### config.mk
export PLATFORM = sky130hd
export DESIGN_NAME = angx_bank
export DESIGN_NICKNAME = d
export VERILOG_FILES = /design/src/angx_pkg.sv /design/src/angx_bank.sv
export VERILOG_INCLUDE_DIRS = /design/src /design/src/src
export SDC_FILE = /design/constraint.sdc
export NUM_CORES = 1
export LEC_CHECK = 0
export ABC_CLOCK_PERIOD_IN_PS = 2600
export CAP_MARGIN = 5
export CORE_MARGIN = 2
export CORE_UTILIZATION = 59
export CTS_CLUSTER_DIAMETER = 40
export DETAILED_ROUTE_END_ITERATION = 7
export DONT_BUFFER_PORTS = 1
export GPL_ROUTABILITY_DRIVEN = 0
export PLACE_DENSITY = 0.75
export SLEW_MARGIN = 15
export SYNTH_ARGS = -nofsm -noshare
export SYNTH_HDL_FRONTEND = slang
export SYNTH_SLANG_ARGS = --single-unit
### constraint.sdc
create_clock -name CLOCK_I -period 2.6 [get_ports CLOCK_I]
set_input_delay 0.52 -clock CLOCK_I [delete_from_list [all_inputs] [get_ports CLOCK_I]]
set_output_delay 0.52 -clock CLOCK_I [all_outputs]
set_load 0.1 [all_outputs]
### src/angx_regs.svh
// Register offsets, field positions, reset values for the partner
// and next-page register bank. Included by the bank and the bench.
`ifndef ANGX_REGS_SVH
`define ANGX_REGS_SVH
`define ANGX_OFF_PARTNER 12'h014
`define ANGX_OFF_EXPAN 12'h018
`define ANGX_OFF_NPTX 12'h01c
`define ANGX_OFF_NPRX 12'h020
`define ANGX_OFF_GIGCTL 12'h024
`define ANGX_IDX_PARTNER 5
`define ANGX_IDX_EXPAN 6
`define ANGX_IDX_NPTX 7
`define ANGX_IDX_NPRX 8
`define ANGX_IDX_GIGCTL 9
`define ANGX_BIT_NP 15
`define ANGX_BIT_ACK 14
`define ANGX_BIT_RF 13
`define ANGX_BIT_MSG 13
`define ANGX_BIT_ACK2 12
`define ANGX_BIT_TOGGLE 11
`define ANGX_BIT_APAUSE 11
`define ANGX_BIT_SPAUSE 10
`define ANGX_BIT_PDF 4
`define ANGX_BIT_LPNP 3
`define ANGX_BIT_LOCNP 2
`define ANGX_BIT_PGRX 1
`define ANGX_BIT_LPAN 0
`define ANGX_BIT_MSMAN 12
`define ANGX_BIT_MSVAL 11
`define ANGX_BIT_PTYPE 10
`define ANGX_BIT_GFDX 9
`define ANGX_BIT_GHDX 8
`define ANGX_RST_NPCODE 11'h001
`define ANGX_RST_MSG 1'b1
`define ANGX_RST_PTYPE 1'b1
`define ANGX_RST_GFDX 1'b1
`define ANGX_RST_GHDX 1'b1
`define ANGX_RST_LOCNP 1'b1
`define ANGX_RST_TMODE 3'h0
`endif

### src/angx_pkg.sv
// Types for the partner and next-page register bank.
// Assumes angx_regs.svh alongside for numeric constants.
package angx_pkg;
	typedef enum logic [2:0] {
		ANGX_TM_NORMAL = 3'h0,
		ANGX_TM_WAVE = 3'h1,
		ANGX_TM_JIT_M = 3'h2,
		ANGX_TM_JIT_S = 3'h3,
		ANGX_TM_DIST = 3'h4
	} angx_tmode_t;
	typedef enum logic [1:0] {
		ANGX_ST_IDLE = 2'b01,
		ANGX_ST_ACCESS = 2'b10
	} angx_apb_st_t;
	typedef struct packed {
		angx_apb_st_t st;
		logic [2:0] tmode;
		logic ms_man;
		logic ms_val;
		logic ptype;
		logic gfdx;
		logic ghdx;
		logic np_more;
		logic np_msg;
		logic np_ack2;
		logic [10:0] np_code;
		logic pdf_latch;
		logic pgrx_latch;
		logic [31:0] prdata;
	} angx_state_t;
endpackage

### src/angx_bank.sv
// APB register bank: partner ability, expansion, next-page tx/rx,
// gigabit control. Assumes a negotiation engine drives the partner
// inputs synchronously to CLOCK_I and reads the control outputs.
//
// Operation
// [RULE1] Partner NP, ack, remote fault read-only
// [RULE2] Partner pause abilities read-only
// [RULE3] Partner speed abilities and selector field
// [RULE4] Parallel detection fault latches until read
// [RULE5] Partner next-page ability shown
// [RULE6] Local next-page capable reads one
// [RULE7] Page received latch, cleared by read
// [RULE8] Partner autonegotiation ability shown
// [RULE9] Next-page tx writable fields with resets
// [RULE10] Software sets ack2 compliance bit
// [RULE11] Toggle is inverse of previous codeword
// [RULE12] Received partner next page read-only
// [RULE13] Test mode field selects transmitter test
// [RULE14] Manual master/slave enable bit
// [RULE15] Master/slave value only when manual
// [RULE16] Port type advertisement, reset one
// [RULE17] Gigabit duplex advertisement, reset one
// [RULE18] Software disables media sense before tests
// [RULE19] Software sets master/slave before forcing gigabit
// [RULE20] Read-only and reserved writes ignored
//
// Register access over APB was chosen for this implementation.
`include "angx_regs.svh"
`timescale 1ns/10ps
`default_nettype none
module angx_bank
	import angx_pkg::*;
(
	input wire logic CLOCK_I,
	input wire logic RESET_I,
	input wire logic PSEL_I,
	input wire logic PENABLE_I,
	input wire logic PWRITE_I,
	input wire logic [11:0] PADDR_I,
	input wire logic [31:0] PWDATA_I,
	input wire logic [3:0] PSTRB_I,
	output logic PREADY_O,
	output logic PSLVERR_O,
	output logic [31:0] PRDATA_O,
	input wire logic [15:0] PARTNER_BASE_I,
	input wire logic [15:0] PARTNER_NP_I,
	input wire logic PARTNER_NP_ABLE_I,
	input wire logic PARTNER_AN_ABLE_I,
	input wire logic PAR_DET_FAULT_I,
	input wire logic PAGE_RX_I,
	input wire logic LAST_CODEWORD_TOGGLE_I,
	output logic [2:0] TEST_MODE_O,
	output logic MS_MANUAL_O,
	output logic MS_FORCE_MASTER_O,
	output logic PORT_MULTI_O,
	output logic GIG_FDX_ADV_O,
	output logic GIG_HDX_ADV_O,
	output logic [15:0] NP_TX_WORD_O
);
	angx_state_t s_reg;
	angx_state_t s_next;
	logic setup;
	logic access;
	logic [9:0] idx;
	logic mapped;
	logic lo_wr;
	logic hi_wr;
	logic [15:0] partner_word;
	logic [15:0] expan_word;
	logic [15:0] nptx_word;
	logic [15:0] nprx_word;
	logic [15:0] gig_word;

	assign setup = PSEL_I && !PENABLE_I;
	assign access = PSEL_I && PENABLE_I;
	assign idx = PADDR_I[11:2];
	assign mapped = (idx >= 10'(`ANGX_IDX_PARTNER))
		&& (idx <= 10'(`ANGX_IDX_GIGCTL));
	assign lo_wr = PSTRB_I[0];
	assign hi_wr = PSTRB_I[1];

	// Partner fields pass straight from the engine, current state
	assign partner_word = PARTNER_BASE_I; // [RULE1] [RULE2] [RULE3]
	always_comb begin
		expan_word = 16'h0000;
		expan_word[`ANGX_BIT_PDF] = s_reg.pdf_latch; // [RULE4]
		expan_word[`ANGX_BIT_LPNP] = PARTNER_NP_ABLE_I; // [RULE5]
		expan_word[`ANGX_BIT_LOCNP] = `ANGX_RST_LOCNP; // [RULE6]
		expan_word[`ANGX_BIT_PGRX] = s_reg.pgrx_latch; // [RULE7]
		expan_word[`ANGX_BIT_LPAN] = PARTNER_AN_ABLE_I; // [RULE8]
	end
	always_comb begin
		nptx_word = 16'h0000;
		nptx_word[`ANGX_BIT_NP] = s_reg.np_more; // [RULE9]
		nptx_word[`ANGX_BIT_MSG] = s_reg.np_msg;
		nptx_word[`ANGX_BIT_ACK2] = s_reg.np_ack2; // [RULE10]
		nptx_word[`ANGX_BIT_TOGGLE] = !LAST_CODEWORD_TOGGLE_I; // [RULE11]
		nptx_word[10:0] = s_reg.np_code;
	end
	assign nprx_word = PARTNER_NP_I; // [RULE12]
	always_comb begin
		gig_word = 16'h0000; // Reserved low byte reads zero
		gig_word[15:13] = s_reg.tmode;
		gig_word[`ANGX_BIT_MSMAN] = s_reg.ms_man;
		gig_word[`ANGX_BIT_MSVAL] = s_reg.ms_val;
		gig_word[`ANGX_BIT_PTYPE] = s_reg.ptype;
		gig_word[`ANGX_BIT_GFDX] = s_reg.gfdx;
		gig_word[`ANGX_BIT_GHDX] = s_reg.ghdx;
	end

	always_comb begin
		s_next = s_reg;
		// Set beats the read-clear so no event is lost
		case (s_reg.st)
		ANGX_ST_IDLE: begin
			if (setup) begin
				s_next.st = ANGX_ST_ACCESS;
				// Word captured at setup so it stands with PREADY
				if (!PWRITE_I) begin
					case (idx)
					10'(`ANGX_IDX_PARTNER): begin
						s_next.prdata = {16'h0000, partner_word};
					end
					10'(`ANGX_IDX_EXPAN): begin
						s_next.prdata = {16'h0000, expan_word};
					end
					10'(`ANGX_IDX_NPTX): begin
						s_next.prdata = {16'h0000, nptx_word};
					end
					10'(`ANGX_IDX_NPRX): begin
						s_next.prdata = {16'h0000, nprx_word};
					end
					10'(`ANGX_IDX_GIGCTL): begin
						s_next.prdata = {16'h0000, gig_word};
					end
					default: s_next.prdata = 32'h0000_0000;
					endcase
				end
			end
		end
		ANGX_ST_ACCESS: begin
			s_next.st = ANGX_ST_IDLE;
			if (access && !PWRITE_I) begin
				// Only a reported event is cleared; a newer one survives
				if (idx == 10'(`ANGX_IDX_EXPAN)) begin
					s_next.pdf_latch = s_reg.pdf_latch
						&& !s_reg.prdata[`ANGX_BIT_PDF]; // [RULE4]
					s_next.pgrx_latch = s_reg.pgrx_latch
						&& !s_reg.prdata[`ANGX_BIT_PGRX]; // [RULE7]
				end
			end else if (access && idx == 10'(`ANGX_IDX_NPTX)) begin
				// Toggle bit 11 and bit 14 are not writable
				if (hi_wr) begin // [RULE20]
					s_next.np_more = PWDATA_I[`ANGX_BIT_NP]; // [RULE9]
					s_next.np_msg = PWDATA_I[`ANGX_BIT_MSG];
					s_next.np_ack2 = PWDATA_I[`ANGX_BIT_ACK2]; // [RULE10]
					s_next.np_code[10:8] = PWDATA_I[10:8];
				end
				if (lo_wr) begin
					s_next.np_code[7:0] = PWDATA_I[7:0];
				end
			end else if (access && idx == 10'(`ANGX_IDX_GIGCTL)) begin
				if (hi_wr) begin
					s_next.tmode = PWDATA_I[15:13]; // [RULE13]
					s_next.ms_man = PWDATA_I[`ANGX_BIT_MSMAN]; // [RULE14]
					s_next.ms_val = PWDATA_I[`ANGX_BIT_MSVAL];
					s_next.ptype = PWDATA_I[`ANGX_BIT_PTYPE]; // [RULE16]
					s_next.gfdx = PWDATA_I[`ANGX_BIT_GFDX]; // [RULE17]
					s_next.ghdx = PWDATA_I[`ANGX_BIT_GHDX];
				end
			end
		end
		default: s_next.st = ANGX_ST_IDLE;
		endcase
		if (PAR_DET_FAULT_I) begin
			s_next.pdf_latch = 1'b1; // [RULE4]
		end
		if (PAGE_RX_I) begin
			s_next.pgrx_latch = 1'b1; // [RULE7]
		end
	end

	always_ff @(posedge CLOCK_I or posedge RESET_I) begin
		if (RESET_I) begin
			s_reg.st <= ANGX_ST_IDLE;
			s_reg.tmode <= `ANGX_RST_TMODE;
			s_reg.ms_man <= 1'b0;
			s_reg.ms_val <= 1'b0;
			s_reg.ptype <= `ANGX_RST_PTYPE;
			s_reg.gfdx <= `ANGX_RST_GFDX;
			s_reg.ghdx <= `ANGX_RST_GHDX;
			s_reg.np_more <= 1'b0;
			s_reg.np_msg <= `ANGX_RST_MSG;
			s_reg.np_ack2 <= 1'b0;
			s_reg.np_code <= `ANGX_RST_NPCODE;
			s_reg.pdf_latch <= 1'b0;
			s_reg.pgrx_latch <= 1'b0;
			s_reg.prdata <= 32'h0000_0000;
		end else begin
			s_reg <= s_next;
		end
	end

	// No wait state: answer in the first access cycle after the setup
	assign PREADY_O = access && (s_reg.st == ANGX_ST_ACCESS);
	assign PSLVERR_O = PREADY_O && !mapped;
	assign PRDATA_O = s_reg.prdata;
	assign TEST_MODE_O = s_reg.tmode; // [RULE13]
	assign MS_MANUAL_O = s_reg.ms_man; // [RULE14]
	// Value bit ignored while automatic resolution runs
	assign MS_FORCE_MASTER_O = s_reg.ms_man && s_reg.ms_val; // [RULE15]
	assign PORT_MULTI_O = s_reg.ptype;
	assign GIG_FDX_ADV_O = s_reg.gfdx;
	assign GIG_HDX_ADV_O = s_reg.ghdx;
	assign NP_TX_WORD_O = nptx_word;
endmodule
`default_nettype wire

# [Word-level counts from Yosys, hierarchy flattened]
# Cells that the tools add are included.
[totals] ff_bits=58 latchBits=0 ramBits=0 mem_bits_ro=0 inputBits=90 out_inout_bits=58 word_cells=65 memories=0
[classes] n_addsub=0 n_mul=0 n_div=0 magnitude_cmp=2 eq_ne=8 n_shift=0 n_mux=8 bitwise_logic=3 n_reduce_logical=29
[op_table] operator="$pmux W16 S5" n=1
[op_table] operator="$eq A10 B3 Y1 const B" n=3
[op_table] operator="$eq A10 B4 Y1 const B" n=2
[op_table] operator="$reduce_bool A2 Y1" n=6
[op_table] operator="$logic_and A1 B1 Y1" n=11
[op_table] operator="$ge A10 B3 Y1 const B" n=1
[op_table] operator="$le A10 B4 Y1 const B" n=1
[op_table] operator="$mux W2" n=5
[op_table] operator="$reduce_and A3 Y1" n=3
[op_table] operator="$reduce_and A4 Y1" n=2
[op_table] operator="$logic_not A1 Y1" n=6
[op_table] operator="$reduce_and A5 Y1" n=1
[op_table] operator="$not A1 Y1" n=3
[op_table] operator="$eq A2 B1 Y1 const B" n=1
[op_table] operator="$eq A2 B2 Y1 const B" n=1
[op_table] operator="$mux W1" n=2
[op_table] operator="$ne A2 B2 Y1 const B" n=1

# [Longest topological paths before layout]
[depth] depth_word=6 mapped_depth=7

# [Least setup slack after synthesis]
# Ideal clock, no wire load.
[synth_timing] path_type="input to output" startpoint="input PADDR_I[3]" endpoint="output PSLVERR_O" t_arrival_ns=2.209 required_time_ns=2.080 path_slack_ns=-0.129 stages=5 path_buffers=1 path_cell_list="buf_2 nor2_1 o22a_1 nor2_1 nor2_1"
[synth_via] elab_chain_cells=4 elab_cells_between_ends=5 cone_classes="2 x order compare; 3 x reduce/logical"
[synth_lines] element="start: declaration" line="angx_bank.sv:39" rtl="input wire logic [11:0] PADDR_I,"
[synth_lines] element="$ge A10 B3 Y1 / $le A10 B4 Y1 (equally long branches)" line="angx_bank.sv:77, angx_bank.sv:78"
[synth_lines] element="$logic_and A1 B1 Y1 *" line="angx_bank.sv:77" rtl="assign mapped = (idx >= 10'(`ANGX_IDX_PARTNER))"
[synth_lines] element="$logic_not A1 Y1 *" line="angx_bank.sv:206" rtl="assign PSLVERR_O = PREADY_O && !mapped;"
[synth_lines] element="$logic_and A1 B1 Y1 *" line="angx_bank.sv:206"
[synth_lines] element="end: declaration" line="angx_bank.sv:43" rtl="output logic PSLVERR_O,"
# Mark *: on every way between the ends. The rest lies on a longest branch, timed or not.

# [Final worst setup path]
[layout_timing] startpoint="input PADDR_I[8]" endpoint="output PSLVERR_O"
# Same word-level chain as after synthesis.

==> impl_results.md <==
* Status: complete, no violations
* Overall Global Routing Usage at 0.225
* CP Data Required Time at 2.08 ns
* CP max FO at 4
* Clock sink total at 42
* Largest family of logic cells by synthesized area: buffers and inverters
* Sw Share at 0.293
* Wirelength, routed at 5.19 mm
* Ports at 148
* Clock Latency Late Sink at 0.30 ns
* CTS tree: done
* Slew @ Worst Pin at 0.996 ns
* WHS at 0.220 ns
* Combinational power share at 0.143
* Ant diodes at 0
* H-Tree Depth at 2
* Die height at 68.9 um
* Commonest non-fill, non-tap cell in the layout: dfrtp_1
* Setup violators final at 0
* Synth Area in Simple Gates at 0.0942
* CTS Root Cell: clkbuf_8
* Pre-Repair DR Iteration Count at 4
* Synth Area in Compound Gates at 0.129
* Aggregate negative setup slack at 0 ns
* Unrepaired setup endpoints after global routing: no
* DRC Markers at 0
* First-pass GRT wire length at 7.41 mm
* Worst path arrival time at 1.49 ns
* WL per Instance at 19.3 um
* EDFF count, synth at 0
* Syn Area/Cell at 10.6 sq um
* CORE AREA at 4030 sq um
* Min Tclk post-route at 2.01 ns
* Row cnt at 23
* Share of cells above drive strength 1 at 0.365
* Hold Path Class: input pin to async pin
* Clock transition at path regs at 0.08 ns
* Adder-cell area share of the yosys netlist at 0
* Final number of hold-violating endpoints at 0
* Yosys top cell area share at 0.363
* Crit Path Category: input pin to output port
* Die area at 4750 sq um
* Post-synth ARST share at 1.00
* Max FFs per register at 16
* Vias per inst at 5.90
* Drt first-iter violations at 103
* ANT nets after route at 0
* Internal power at 0.900 mW
* Syn Inst Count at 235
* Die Wd at 68.9 um
* Ranking of synthesized cells by area: dfrtp_1 36%, buf_4 15%, mux2_2 15%, dfstp_2 6.3%, a222oi_1 2.8%
* Port Buf Inserts at 0
* Reg2reg setup slack at 0.76 ns
* Final Max Tran Viols at 0
* Filler cells at 349
* Yosys warning count at 0
* Max-slew headroom at 0.336
* CTS Hold Bufs at 0
* PostCTS Resize Cnt at 0
* Yosys reg bits at 42
* Cell taking the most area after synthesis: dfrtp_1
* DP Wirelength at 3.95 mm
* Seq pwr share at 0.517
* Total CTS buffers at 5
* Vias in the first global route at 1441
* Post-synth cell types at 39
* Most frequent cells in the layout: 36 x dfrtp_1, 32 x mux2_2, 20 x buf_4
* Clk pwr share at 0.340
* GRT overflow at 0
* Fmax at 498 MHz
* Initial antenna violation count at 0
* Critical Path Source Type: input pin
* Register area share after synthesis at 0.426
* P_leak at 1.12 nW
* Top FF cell, synth: dfrtp_1
* Switching power total at 0.373 mW
* Worst-case clock buffer depth at 2
* Max cap viols at 0
* Post-synthesis mux area share at 0.165
* Largest net degree at the start of global routing at 43
* Mapped Area at 2480 sq um
* Initial core utilization at 0.617
* Max VDD drop at 0.000366 V
* XOR/XNOR Fraction of Synth Area at 0
* Via count at 1587
* Pwr Density at 525 nW/um^2
* Clock skew at 0.00714 ns
* Post CTS Setup Buffer Count at 0
* Final Cycle Share at 0.772
* Synthesis-to-layout area growth at -2.42%
* CP endpoint kind: output port
* Nets at 308
cells by family (layout without fill, tap and decap cells):
kind of cell,count (synthesis),in the layout
other,1,17
muxes,37,37
buffers and inverters,67,35
AOI/OAI and AO/OA,45,45
DFF,42,42
and+or+nand+nor,43,43
synthesized netlist by cell type (4+ instances only):
cell	count
a222oi_1	7
nor2_1	7
o21ai_2	8
dfrtp_1	36
buf_4	50
a21oi_1	11
dfstp_2	6
clkbuf_1	4
mux2_2	32
nand2_1	18
inv_1	7
a211oi_1	4
o21ai_0	5
mux2i_1	5
layout make-up:
class	instances	area, sq um	share of cell area
Clock inverter	1	5.00	0.00206
Multi-Input combinational cell	142	1040	0.427
Inverter	7	26.3	0.0108
Sequential cell	42	1060	0.437
Tap cell	50	62.6	0.0258
Timing Repair Buffer	20	150	0.0619
Clock buffer	7	86.3	0.0356
power groups by stage:
stage          Sequential [mW]  Clock [mW]  Combinational, mW
2_1_floorplan            0.669           0              0.198
5_1_grt                  0.659       0.471              0.192
3_5_place_dp             0.671           0              0.181
6_report                 0.658       0.433              0.181
3_3_place_gp             0.671           0              0.180
4_1_cts                  0.658       0.441              0.181
worst max-delay path, cell delays in order:
cell,delay (ns)
nor4_1,0.32
nand2_1,0.19
nor2_1,0.18
nor2_2,0.04
buf_4,0.23
path summary, 6_finish.rpt:
check | start | to | depth (start not counted)
setup / recovery | PADDR_I[8] | PSLVERR_O | 5
hold / removal | RESET_I | PRDATA_O[12]$_DFFE_PP0P_ | 2
setup reg to reg | s_reg[56]$_DFFE_PP1P_ | NP_TX_WORD_O[8]$_DFFE_PP0P_ | 5
hold reg to reg | expan_word[4]$_DFFE_PP0P_ | expan_word[4]$_DFFE_PP0P_ | 2
max in group asynchronous | RESET_I | GIG_FDX_ADV_O$_DFFE_PP1P_ | 2
min in group CLOCK_I | PADDR_I[3] | PRDATA_O[14]$_DFFE_PP0P_ | 1
routing by layer:
| metal | track usage | vias to the layer above | share of wire |
|---|---|---|---|
| met4 | 0.108 | 0 | 0.016 |
| met2 | 0.305 | 90 | 0.47 |
| met5 | 0 | - | 0 |
| met3 | 0.0860 | 5 | 0.093 |
| li1 | - | 735 | - |
| met1 | 0.314 | 757 | 0.42 |
through the flow:
step	util	instance area [sq um]	setup WS, ns	total power [mW]	cells
floorplan	-	2550	0.226	0.867	251
global placement	0.579	2330	0.496	0.851	261
detailed placement	0.579	2330	0.436	0.852	261
CTS	0.602	2420	0.592	1.28	269
global route	0.602	2420	0.533	1.32	269
finish	0.602	2420	0.594	1.27	269
Note: power is estimated with default switching activity, not from simulation.
